File: config.mk
export PLATFORM = sky130hd
export DESIGN_NAME = bridge_interrupt_reset_ctrl
export DESIGN_NICKNAME = d
export VERILOG_FILES = /design/src/include/bridge_pkg.sv /design/src/logic/bridge_interrupt_reset_ctrl.sv
export VERILOG_INCLUDE_DIRS = /design/src /design/src/include
export SDC_FILE = /design/constraint.sdc
export NUM_CORES = 1
export LEC_CHECK = 0
export ABC_AREA = 1
export BUFFER_PORTS_ARGS = -buffer_cell sky130_fd_sc_hd__buf_2
export CAP_MARGIN = 10
export CORE_ASPECT_RATIO = 2
export CORE_MARGIN = 2
export CORE_UTILIZATION = 58
export DETAILED_ROUTE_END_ITERATION = 8
export GPL_ROUTABILITY_DRIVEN = 0
export PLACE_DENSITY = 0.84
export SLEW_MARGIN = 20
export SYNTH_ARGS = -nofsm -noshare
export SYNTH_HDL_FRONTEND = slang
export SYNTH_SLANG_ARGS = --single-unit
File: constraint.sdc
create_clock -name ref_clk -period 3.1 [get_ports ref_clk]
set_clock_uncertainty 0.2 [all_clocks]
set_input_delay 0.31 -clock ref_clk [delete_from_list [all_inputs] [get_ports ref_clk]]
set_output_delay 0.31 -clock ref_clk [all_outputs]
set_load 0.02 [all_outputs]
File: src/include/bridge_consts.svh
// Register offsets, field positions, reset values and address constants of the bridge
`ifndef BRIDGE_CONSTS_SVH
`define BRIDGE_CONSTS_SVH
`define REG_STATUS      8'h00
`define REG_ENABLE      8'h04
`define REG_RESET       8'h08
`define REG_INFO        8'h0c
`define REG_BIOS        8'h10
`define REG_KEY         8'h14
`define NUM_SRC         7
`define HARD_RST_BIT    0
`define INFO_DIMM_BIT   0
`define INFO_BUSY_BIT   1
`define INFO_GRANT_BIT  2
`define ENABLE_RESET    7'h00
`define HARD_RST_RESET  1'b1
`define BIOS_RESET      32'h00000000
`define VEC_TOP_TAG     12'hfff
`define LOW_TAG         12'h000
`define BIOS_TAG        15'h0007
`define BIOS_PAD        15'h0000
`define DIMM_SETTLE     2'h3
`endif

File: src/include/bridge_pkg.sv
// Types shared by the bridge interrupt and reset controller
package bridge_pkg;
    // One-hot states of the card-side bus master
    typedef enum logic [2:0] {
        MST_IDLE = 3'b001,
        MST_REQ  = 3'b010,
        MST_SEND = 3'b100
    } mst_state_t;

    // Card interrupt sources, one level each
    typedef struct packed {
        logic mouse;
        logic printer;
        logic message;
        logic sound;
        logic serialA;
        logic serialB;
        logic keyboard;
    } irq_src_t;

    // Address request from the card processor side
    typedef struct packed {
        logic        valid;
        logic [31:0] addr;
    } card_req_t;
endpackage : bridge_pkg

File: src/logic/bridge_interrupt_reset_ctrl.sv
// Host-side interrupt gathering, card reset, BIOS remap and card-bus master of the bridge
//
// Register access over APB and the register addresses were decided locally.
`include "bridge_consts.svh"

// Behaviour
// - Card events reach host through interrupt line
// - Status register shows live source levels
// - Enable register masks each source alone
// - Control registers reachable from host bus only
// - Own request line, own grant line
// - Host restart accepted even when card hangs
// - Reset vector fetch remapped to low 1MB
// - BIOS addresses translated into host copy
// - Module presence sensed and latched at start
// - Drive power-on reset to card chip set
// - Forward soft-reset key code to keyboard port
// - Card bus logic runs on ref_clk, same clock as the host bus
module bridge_interrupt_reset_ctrl (
    input  wire logic                ref_clk,
    input  wire logic                rst,
    input  wire logic                psel,
    input  wire logic                penable,
    input  wire logic                pwrite,
    input  wire logic [7:0]          paddr,
    input  wire logic [31:0]         pwdata,
    output logic      [31:0]         prdata,
    output logic                     pready,
    output logic                     pslverr,
    input  wire bridge_pkg::irq_src_t irqSources,
    output logic                     hostIrq,
    output logic                     power_on_reset_out,
    input  wire logic                dimmPresent,
    output logic                     busReq_n,
    input  wire logic                busGnt_n,
    output logic      [7:0]          keyCode,
    output logic                     keyStrobe,
    input  wire bridge_pkg::card_req_t cardReq,
    output logic      [31:0]         hostAddr,
    output logic                     hostAddrValid
);

    // ==========================================================
    // Address translation helpers
    // ==========================================================
    // Top 1MB of the space folds down onto the low 1MB
    function automatic logic [31:0] remapVector(input logic [31:0] a);
        remapVector = (a[31:20] == `VEC_TOP_TAG) ? {`LOW_TAG, a[19:0]} : a;
    endfunction : remapVector

    // BIOS window, the top 128K of the low 1MB, moves onto the host-memory copy
    function automatic logic [31:0] toHost(input logic [31:0] a, input logic [31:0] base);
        toHost = (a[31:17] == `BIOS_TAG) ? base + {`BIOS_PAD, a[16:0]} : a;
    endfunction : toHost

    // ==========================================================
    // Pin synchronisers
    // ==========================================================
    logic [`NUM_SRC-1:0] srcMeta;
    logic [`NUM_SRC-1:0] srcSync;
    logic                dimmMeta;
    logic                dimmSync;
    logic                gntMeta;
    logic                gntSync_n;

    // Two stages; the first stage feeds only the second
    always_ff @(posedge ref_clk) begin
        srcMeta   <= irqSources;
        srcSync   <= srcMeta;
        dimmMeta  <= dimmPresent;
        dimmSync  <= dimmMeta;
        gntMeta   <= busGnt_n;
        gntSync_n <= gntMeta;
    end

    // ==========================================================
    // Register file state
    // ==========================================================
    logic [`NUM_SRC-1:0]    irqEnable;
    logic                   hardReset;
    logic [31:0]            biosBase;
    logic                   dimmLatched;
    logic [1:0]             settleCnt;
    logic                   sensePending;
    logic [7:0]             keyHold;
    bridge_pkg::mst_state_t mstState;
    bridge_pkg::mst_state_t next_mstState;

    // ==========================================================
    // APB decode
    // ==========================================================
    wire access     = psel & penable & ~pready;
    wire wrAccess   = access & pwrite;
    wire hitStatus  = paddr == `REG_STATUS;
    wire hitEnable  = paddr == `REG_ENABLE;
    wire hitReset   = paddr == `REG_RESET;
    wire hitInfo    = paddr == `REG_INFO;
    wire hitBios    = paddr == `REG_BIOS;
    wire hitKey     = paddr == `REG_KEY;
    wire mapped     = hitStatus | hitEnable | hitReset | hitInfo | hitBios | hitKey;
    wire wrEnable   = wrAccess & hitEnable;
    wire wrReset    = wrAccess & hitReset;
    wire wrBios     = wrAccess & hitBios;
    wire wrKey      = wrAccess & hitKey;
    wire mstIdle    = mstState == bridge_pkg::MST_IDLE;
    wire keyAccept  = wrKey & mstIdle & ~hardReset;
    wire hardRelease = wrReset & hardReset & ~pwdata[`HARD_RST_BIT];

    // Read mux; card side has no path to these registers
    wire [31:0] infoWord = {29'h0, ~gntSync_n, ~mstIdle, dimmLatched};
    wire [31:0] readMux  = hitStatus ? {25'h0, srcSync}
                         : hitEnable ? {25'h0, irqEnable}
                         : hitReset  ? {31'h0, hardReset}
                         : hitInfo   ? infoWord
                         : hitBios   ? biosBase
                         : hitKey    ? {24'h0, keyHold}
                         : 32'h0;

    // One wait state: answer registered on the first access edge
    always_ff @(posedge ref_clk) begin
        if (rst) begin
            pready  <= 1'b0;
            prdata  <= 32'h0;
            pslverr <= 1'b0;
        end else begin
            pready  <= access;
            prdata  <= access ? readMux : 32'h0;
            pslverr <= access & ~mapped;
        end
    end

    // ==========================================================
    // Control registers
    // ==========================================================
    // Hard reset bit is written at any time, even with the card hung
    always_ff @(posedge ref_clk) begin
        if (rst) begin
            irqEnable <= `ENABLE_RESET;
            hardReset <= `HARD_RST_RESET;
            biosBase  <= `BIOS_RESET;
            keyHold   <= 8'h00;
        end else begin
            if (wrEnable) irqEnable <= pwdata[`NUM_SRC-1:0];
            if (wrReset)  hardReset <= pwdata[`HARD_RST_BIT];
            if (wrBios)   biosBase  <= pwdata;
            if (keyAccept) keyHold  <= pwdata[7:0];
        end
    end

    // ==========================================================
    // Interrupt request and card reset outputs
    // ==========================================================
    // Masked pending level, shared by the request flop and its check
    wire irqPending = |(srcSync & irqEnable);

    // Level only: the source port clears it, so no sticky copy here
    always_ff @(posedge ref_clk) begin
        if (rst) begin
            hostIrq            <= 1'b0;
            power_on_reset_out <= 1'b1;
        end else begin
            hostIrq            <= irqPending;
            power_on_reset_out <= hardReset;
        end
    end

    // ==========================================================
    // Module presence sense
    // ==========================================================
    // Wait for the synchroniser to fill before trusting the pin
    always_ff @(posedge ref_clk) begin
        if (rst | hardRelease) begin
            settleCnt    <= 2'h0;
            sensePending <= 1'b1;
        end else if (sensePending) begin
            settleCnt    <= settleCnt + 2'h1;
            sensePending <= settleCnt != `DIMM_SETTLE;
        end
    end

    always_ff @(posedge ref_clk) begin
        if (rst) begin
            dimmLatched <= 1'b0;
        end else if (sensePending && settleCnt == `DIMM_SETTLE) begin
            dimmLatched <= dimmSync;
        end
    end

    // ==========================================================
    // Card-bus master for key codes
    // ==========================================================
    // Hard reset drops a pending request so a stuck grant cannot hold it
    // Limitation: one key in flight; software polls the busy bit first
    always_comb begin
        next_mstState = mstState;
        unique case (mstState)
            bridge_pkg::MST_IDLE: if (keyAccept) next_mstState = bridge_pkg::MST_REQ;
            bridge_pkg::MST_REQ: begin
                if (hardReset) next_mstState = bridge_pkg::MST_IDLE;
                else if (!gntSync_n) next_mstState = bridge_pkg::MST_SEND;
            end
            bridge_pkg::MST_SEND: next_mstState = bridge_pkg::MST_IDLE;
            default: next_mstState = bridge_pkg::MST_IDLE;
        endcase
    end

    always_ff @(posedge ref_clk) begin
        if (rst) mstState <= bridge_pkg::MST_IDLE;
        else     mstState <= next_mstState;
    end

    wire wantBus = (next_mstState == bridge_pkg::MST_REQ) |
                   (next_mstState == bridge_pkg::MST_SEND);
    wire sendNow = (mstState == bridge_pkg::MST_REQ) &
                   (next_mstState == bridge_pkg::MST_SEND);

    // Request held from acceptance until the code has gone out
    always_ff @(posedge ref_clk) begin
        if (rst) begin
            busReq_n  <= 1'b1;
            keyCode   <= 8'h00;
            keyStrobe <= 1'b0;
        end else begin
            busReq_n  <= ~wantBus;
            keyStrobe <= sendNow;
            if (sendNow) keyCode <= keyHold;
        end
    end

    // ==========================================================
    // Card address translation
    // ==========================================================
    // Single registered stage on ref_clk
    // Remap runs before the window test so the top vector reads the BIOS copy
    wire [31:0] lowAddr = remapVector(cardReq.addr);
    always_ff @(posedge ref_clk) begin
        if (rst) begin
            hostAddr      <= 32'h0;
            hostAddrValid <= 1'b0;
        end else begin
            hostAddrValid <= cardReq.valid;
            if (cardReq.valid) hostAddr <= toHost(lowAddr, biosBase);
        end
    end
endmodule : bridge_interrupt_reset_ctrl

Word level (Yosys, flattened, before mapping)
Cells that the tools add are included.

Add/subtract/negate cells: 2. Bitwise gates (word level): 29. Reduce and logical (&&, ||, !) cells: 5. Eq/ne operators: 13. Muxes and demuxes: 13.

Operators by type and width (number): 2-to-1 mux 32 bit (3); adder 32 x 17 -> 32 bit (1); 2-to-1 mux 7 bit (4); == test 8 x 4 -> 1 bit (second input constant) (2); == test 8 x 5 -> 1 bit (second input constant) (2); == test 15 x 3 -> 1 bit (second input constant) (1); bitwise AND 1 bit (13); == test 12 bit (second input constant) (1); 2-to-1 mux 3 bit (3); == test 8 x 3 -> 1 bit (second input constant) (1); zero test 8 bit (1); 2-to-1 mux 8 bit (1); inverter 1 bit (8); bitwise AND 7 bit (1); OR 1 bit (7); OR reduction 7 bit (1); == test 3 x 2 -> 1 bit (second input constant) (2); case mux 3 bit (2 select lines) (1); OR reduction 6 bit (1); == test 3 x 1 -> 1 bit (second input constant) (1); == test 3 bit (second input constant) (1); adder 2 x 1 -> 2 bit (second input constant) (1); == test 2 bit (second input constant) (1); inequality test 2 bit (second input constant) (1); 3 further kinds (3).

Logic and storage cells: 87. Input bits: 87. Output and inout port bits: 79. Flip-flop bits (word level): 152.

Depth between registers and ports, before layout
Gate-level depths: netlist of the first run.

Depth after elaboration: 11. Depth in mapped cells: 14. Depth with buffers taken out: 14.

Least setup slack after synthesis of the first run
No wires, ideal clock.

Path kind: input -> register. Start point: input port cardReq[0] (netlist bit). End point: register hostAddr[14]. Slack: 1042 ps. Data arrival time: 1724 ps. Buffers on the path: 0. Data required time: 2766 ps. Library setup time: 134 ps. Stages on the path: 12. Path through: ha_1 -> fa_1 -> nand3_1 -> nand3_1 -> nand2_1 -> nand2_1 -> nand2_1 -> nand2_1 -> xnor2_1 -> nand2_1 -> nand2_1 -> a21oi_1.

Word-level cells in the longest chain between the ends: 3.

Ends and longest elaborated chain: from (decl) (line bridge_interrupt_reset_ctrl.sv:38) `input wire bridge_pkg::card_req_t cardReq,`; 2-to-1 mux 32 bit (line bridge_interrupt_reset_ctrl.sv:48) `` remapVector = (a[31:20] == `VEC_TOP_TAG) ? {`LOW_TAG, a[19:0]} : a; ``; adder 32 x 17 -> 32 bit (line bridge_interrupt_reset_ctrl.sv:53) `` toHost = (a[31:17] == `BIOS_TAG) ? base + {`BIOS_PAD, a[16:0]} : a; ``; 2-to-1 mux 32 bit (line bridge_interrupt_reset_ctrl.sv:53); to (signal assigned) (line bridge_interrupt_reset_ctrl.sv:242) `if (cardReq.valid) hostAddr <= toHost(lowAddr, biosBase);`; to (decl) (line bridge_interrupt_reset_ctrl.sv:39) `output logic [31:0] hostAddr,`.

Every way passes these cells. A chain may end at the register's enable or synchronous reset.

Worst setup path after layout of the first run
Start point: input port cardReq[28] (netlist bit). End point: register hostAddr[23].

Word-level cells in the longest chain between the ends: 4.

Ends and longest elaborated chain (line): == test 12 bit (no line); 2-to-1 mux 32 bit (*) (bridge_interrupt_reset_ctrl.sv:48); == test 15 x 3 -> 1 bit (no line); 2-to-1 mux 32 bit (*) (bridge_interrupt_reset_ctrl.sv:53).

Every way passes the cells marked *; elsewhere a longest branch is shown, timed or not.

==> results of run 1 <==
[critical path: stages]
cell     delay (ns)
buf_2          0.14
nand2_1        0.06
nor2_1         0.12
nand3_2        0.32
o21ai_0        0.24
nand3_1        0.17
nor2_4         0.59
nand3_1        0.45
nand2_1        0.18
a21oi_1        0.07
[state kept, by name (all words and copies together) (netlist names), 2 cells and up]
name,flops
srcMeta,7
hostAddr,32
mstState,3
irqEnable,7
biosBase,32
settleCnt,2
keyCode,8
srcSync,7
keyHold,8
prdata,32
[logic make-up (layout without fill, tap and decap cells)]
group | after synthesis | after routing
buffers and inverters | 169 | 379
AO/OA/AOI/OAI | 194 | 194
AND/OR/NAND/NOR | 517 | 517
adder cells (fa/ha/maj) | 19 | 19
XOR/XNOR | 15 | 15
flip-flops | 152 | 152
[power breakdown]
group / internal, mW / total [mW] / switching [mW]
logic: 0.155 / 0.376 / 0.222
registers: 2.00 / 2.02 / 0.0251
clock network: 1.39 / 2.32 / 0.932
total: 3.54 / 4.72 / 1.18
[timing repair]
item | CTS | global route
hold buffers | 36 | 0
endpoints found under the hold margin | 39 | 0
gates resized for setup | 0 | 0
[final timing paths]
path | to | start | slack [ns]
setup / recovery | hostAddr[23] | cardReq[28] | 0.54
hold reg to reg | srcSync[1] | srcMeta[1] | 0.13
setup reg to reg | hostAddr[27] | biosBase[12] | 0.63
hold / removal | biosBase[29] | pwdata[29] | -0.002
[final cells by class]
type | instances | area share
flip-flops and latches | 152 | 0.331
clock buffers | 17 | 0.0462
inverters | 136 | 0.0555
multi-input cells | 745 | 0.384
well taps | 147 | 0.0200
clock inverters | 15 | 0.0247
repair buffers | 211 | 0.138
[routing by layer]
| metal | wire length, um | up-vias | track usage |
|---|---|---|---|
| met5 | 0 | - | 0 |
| met4 | 3070 | 0 | 0.400 |
| met3 | 2050 | 174 | 0.116 |
| met2 | 12800 | 430 | 0.663 |
| met1 | 7370 | 3632 | 0.310 |
| li1 | - | 3806 | - |
[synthesized netlist by cell type (all sizes together) (5+ instances only)]
library cell | instances | share of area
a21oi | 101 | 0.074
ha | 18 | 0.031
nand4 | 5 | 0.0043
buf | 8 | 0.0088
nand3b | 5 | 0.0052
dfxtp | 152 | 0.42
o21ai | 76 | 0.052
inv | 134 | 0.069
clkbuf | 25 | 0.013
nand2 | 303 | 0.16
nand3 | 71 | 0.052
a31oi | 6 | 0.0052
xnor2 | 15 | 0.018
nor2 | 115 | 0.061
nor3 | 14 | 0.0097
[stage by stage]
step | utilization | power (mW) | hold WS (ns) | instance area [um2] | std cells
global route | 0.755 | 4.84 | 0.0147 | 9200 | 1423
floorplan | - | 2.25 | 0.110 | 7250 | 1066
CTS | 0.755 | 4.70 | 0.000363 | 9200 | 1423
global placement | 0.671 | 2.39 | 0.110 | 8190 | 1355
detailed placement | 0.671 | 2.40 | 0.113 | 8190 | 1355
finish | 0.755 | 4.72 | -0.00238 | 9200 | 1423
==> flow_summary.toml, run 1 <==
[outcome]
status = "finished with violations"
failed_checks = "negative hold slack"

[sta]
post-route-period-util = 0.827
setup_violations = 0
period_needed_ns = 2.56
fin_ws_ns = 0.535
finalHoldViolations = 1
holdWs_ns = -0.00238
fmax_ghz = 0.390
worstMarginPinSlew_ns = 0.697
maxSlewHeadroom = 0.530
rsz0062_at_grt = "no"
drv_slew = 0
fin_tns_setup_ns = 0

[synth]
ys_warn_count = 0
ys.flop_type = "dfxtp_1"
synth-edff-count = 0
seq_area_frac_synth = 0.420
async_flop_share = 0
synth-compound-area-share = 0.144
synthSimpleGateAreaFrac = 0.293
ys_ff_latch = 152
synth-xor-area-share = 0.0181
synth.area.mux_share = 0
avgSynthCellArea_um2 = 6.80
syn_inst = 1066
syn_area_um2 = 7250
syn_nets = 1172
synth_top_family_by_area = "simple AND/OR/NAND/NOR gates"
synth_cell_types = 36
synthAdderAreaFrac = 0.0338

[pwr]
power_leakage_nw = 4.37
ir_worst_vdd_mv = 0.471
power_density_nw_per_um2 = 513

[global_routing]
grt_antenna_before_repair = 0
grt_pass1_wl_um = 38800
gr-total-overflow = 0
grt_max_degree = 44
grt_pass1_vias = 7866
track_usage = 0.376

[layout]
num-fill-cells = 950
syn_to_final_growth_pct = 26.9
multiInputGateArea_um2 = 3540
layout_commonest_cell = "nand2_1"
most-common-layout-cells = "nand2_1 (302), buf_2 (165), dfxtp_1 (152)"
nets = 1369
antennaDiodeCount = 0
ff_latch_area_um2 = 3040
layout-drive-gt1-share = 0.176

[floorplan]
start_util = 0.594
fp.dieW_um = 83.1
ioPinCount = 166
rows = 57
dieArea_um2 = 13500
die_y_um = 162
core_area_um2 = 12200

[clocking]
numCtsBuffers = 17
path_clk_slew_ns = 0.07
cts_tree = "built"
clk_latency_ns = 0.43
cts_root_buf = "clkbuf_16"
cts.sinks = 152
post_cts_buffers = 0
max-clock-path-buffers = 2
htree_num_levels = 4

[place]
portBuffers = 165
dp_hpwl_um = 17900
dp_slack_ns = 0.334

[route]
avgViaCountPerCell = 5.65
initialDrtViolationCount = 619
drt_wl_total_um = 25300
ant_nets = 0
wire_per_inst_um = 17.8
dr.pass1.iters = 7
via_count = 8042
drc = 0

[critical_path]
critical_path_arrival_ns = 2.67
crit_type = "primary input to register"
critPathRequiredTime_ns = 3.21
crit_fanout = 28
crit_path_end_kind = "register"
start_kind = "primary input"
worst_r2r_path_depth = 10

[hold_path]
hold_path_depth = 3
hp-class = "primary input to register"

[flow_run]
maxCapViolCount = 0
No activity file was read; power rests on OpenSTA's default activity.
==> inputs of run 2 (changes only) <==
Settings changed: ABC_AREA 1 to 0, CORE_UTILIZATION 58 to 53, PLACE_DENSITY 0.84 to 0.79.
Clock period 3.1 ns to 2.4 ns, I/O delays scaled along.
==> flow_summary.toml, run 2 <==
[clocking]
path_clk_slew_ns = 0.06
max-clock-path-buffers = 2
cts.sinks = 152
htree_num_levels = 4
clk_latency_ns = 0.42
cts_root_buf = "clkbuf_16"
numCtsBuffers = 17
cts_tree = "built"

[critical_path]
crit_type = "register to register"
crit_path_end_kind = "register"
start_kind = "register"
critical_path_arrival_ns = 2.92
critPathRequiredTime_ns = 2.51
crit_fanout = 3
rrSetupSlack_ns = -0.41

[synth]
ys.flop_type = "dfxtp_1"
async_flop_share = 0
synth_top_family_by_area = "simple AND/OR/NAND/NOR gates"
synth_cell_types = 67
syn_inst = 744
yosysTopAreaCellShare = 0.461
seq_area_frac_synth = 0.461
synthSimpleGateAreaFrac = 0.216
synth-edff-count = 0
syn_area_um2 = 6600
avgSynthCellArea_um2 = 8.87
synthAdderAreaFrac = 0.0371
synth_area_leaders = "dfxtp_1 (46%), nand2_1 (7.3%), mux2i_1 (4.7%)"
ys_ff_latch = 152
synth-compound-area-share = 0.172
syn_nets = 850
ys_warn_count = 0
synth_top_area_cell = "dfxtp_1"
synth.most_common_cell = "dfxtp_1"
synthTopCellsByCount = "dfxtp_1 (152), nand2_1 (128), nor2_1 (73)"
synth-xor-area-share = 0.0318
synth.area.mux_share = 0.0538

[layout]
layout-drive-gt1-share = 0.332
fin_util = 0.801
multiInputGateArea_um2 = 3680
most-common-layout-cells = "buf_2 (165), dfxtp_1 (149), nand2_1 (127)"
top_regs = "biosBase: 32 flops, hostAddr: 32 flops, prdata: 32 flops"
final_cells = 1193
antennaDiodeCount = 0
nets = 1140
layout_commonest_cell = "buf_2"
syn_to_final_growth_pct = 47.1
ff_latch_area_um2 = 3050
num-fill-cells = 752

[sta]
worstMarginPinSlew_ns = 0.803
maxSlewHeadroom = 0.465
post-route-period-util = 1.17
fin_ws_ns = -0.407
setup_violations = 20
period_needed_ns = 2.81
rsz0062_at_grt = "yes"
finalHoldViolations = 0
drv_slew = 0
fmax_ghz = 0.356

[place]
dp_hpwl_um = 14200
placedCellCount = 1089
portBuffers = 165

[floorplan]
core_area_um2 = 12100
dieArea_um2 = 13400
ioPinCount = 166
rows = 57
die_y_um = 162
start_util = 0.545
fp.dieW_um = 82.9

[flow_run]
maxCapViolCount = 0

[outcome]
status = "finished with violations"
failed_checks = "negative setup slack"

[route]
drc = 0
avgViaCountPerCell = 5.86
wire_per_inst_um = 18.7
ant_nets = 0
drt_wl_total_um = 22400
via_count = 6988
dr.pass1.iters = 7
initialDrtViolationCount = 444

[pwr]
clkPwrFrac = 0.481
intPower_mw = 4.75
switching_share = 0.227
ir_worst_vdd_mv = 0.798
power_leakage_nw = 4.30
power_density_nw_per_um2 = 632
pwr-share-comb = 0.091
seqPwrFrac = 0.428
p_sw_mw = 1.39

[global_routing]
grt_pass1_vias = 7077
grt_antenna_before_repair = 0
grt_max_degree = 73
gr-total-overflow = 0
track_usage = 0.313
grt_pass1_wl_um = 33600

[hold_path]
hp-class = "primary input to register"
[run 2: changes by cell type after synthesis, sizes merged, moves of 7 or more]
cell	previous run	this run
a21oi	101	58
a311oi	0	19
a31oi	6	16
and2	1	29
clkbuf	25	33
inv	134	7
mux2i	0	31
nand2	303	128
nand2b	0	7
nand3	71	10
nor2	115	74
nor2b	0	8
o21ai	76	20
xor2	0	7
[run 2: stage by stage]
stage / setup slack (ns) / cell area (um2) / setup TNS (ns) / hold WS (ns) / total power [mW]
floorplan: -0.152 / 6650 / -0.469 / 0.0677 / 2.91
global placement: -0.270 / 8080 / -3.33 / 0.110 / 3.10
detailed placement: -0.328 / 8080 / -4.46 / 0.112 / 3.11
CTS: -0.275 / 9500 / -3.29 / 0.00155 / 6.12
global route: -0.468 / 9710 / -6.57 / 0.0273 / 6.31
finish: -0.407 / 9710 / -4.77 / 0.0136 / 6.14
[run 2: area by class of cell]
class	count	share of cell area
clock buffer	19	0.0466
multi-input combinational	545	0.379
inverter	7	0.00271
clock inverter	12	0.0205
sequential	152	0.314
timing repair buffer	311	0.219
tap	147	0.0189
[run 2: path summary, 6_finish.rpt]
| check | from | end | cells past startpoint |
|---|---|---|---|
| setup reg to reg | biosBase[0] | hostAddr[16] | 10 |
| hold / removal | cardReq[19] | hostAddr[19] | 3 |
| hold reg to reg | gntMeta | gntSync_n | 0 |
| setup / recovery | biosBase[0] | hostAddr[16] | 10 |
[run 2: cells by family after synthesis]
| kind of cell | Yosys count |
|---|---|
| and+or+nand+nor | 302 |
| adders and majority gates | 19 |
| muxes | 35 |
| DFF | 152 |
| xor gates and xnor gates | 24 |
| buffers and inverters | 47 |
| AOI/OAI and AO/OA | 165 |
[run 2: critical path, cell delays in order, from the launching register on]
cell and delay (ns):
dfxtp_2 0.33, ha_4 0.17, fa_2 0.35, a21o_4 0.22
a21oi_4 0.14, o211ai_1 0.18, a41oi_2 0.27, o21ai_1 0.11
and2_4 0.16, mux2_4 0.29, a311oi_2 0.28
[run 2: repair_timing]
action                     in CTS  in global routing
hold buffers                   63                  0
buffers inserted                5                  5
cloned                          0                  1
hold endpoints to repair       77                  0
pin swaps                       9                 40
resized for setup              17                 31
setup endpoints to repair      21                 25
[run 2: per-layer routing]
| metal | share of wire | vias to the layer above | global-route usage |
|---|---|---|---|
| met5 | 0 | - | 0 |
| met4 | 0.066 | 0 | 0.198 |
| met1 | 0.33 | 3289 | 0.290 |
| li1 | - | 3197 | - |
| met3 | 0.057 | 117 | 0.0620 |
| met2 | 0.55 | 385 | 0.608 |
[run 2: power groups by stage]
stage	Clock [mW]	Combinational, mW	Sequential, mW
floorplan	0	0.191	2.72
global placement	0	0.427	2.67
detailed placement	0	0.437	2.68
CTS	2.97	0.525	2.62
global route	3.08	0.600	2.63
finish	2.95	0.561	2.62
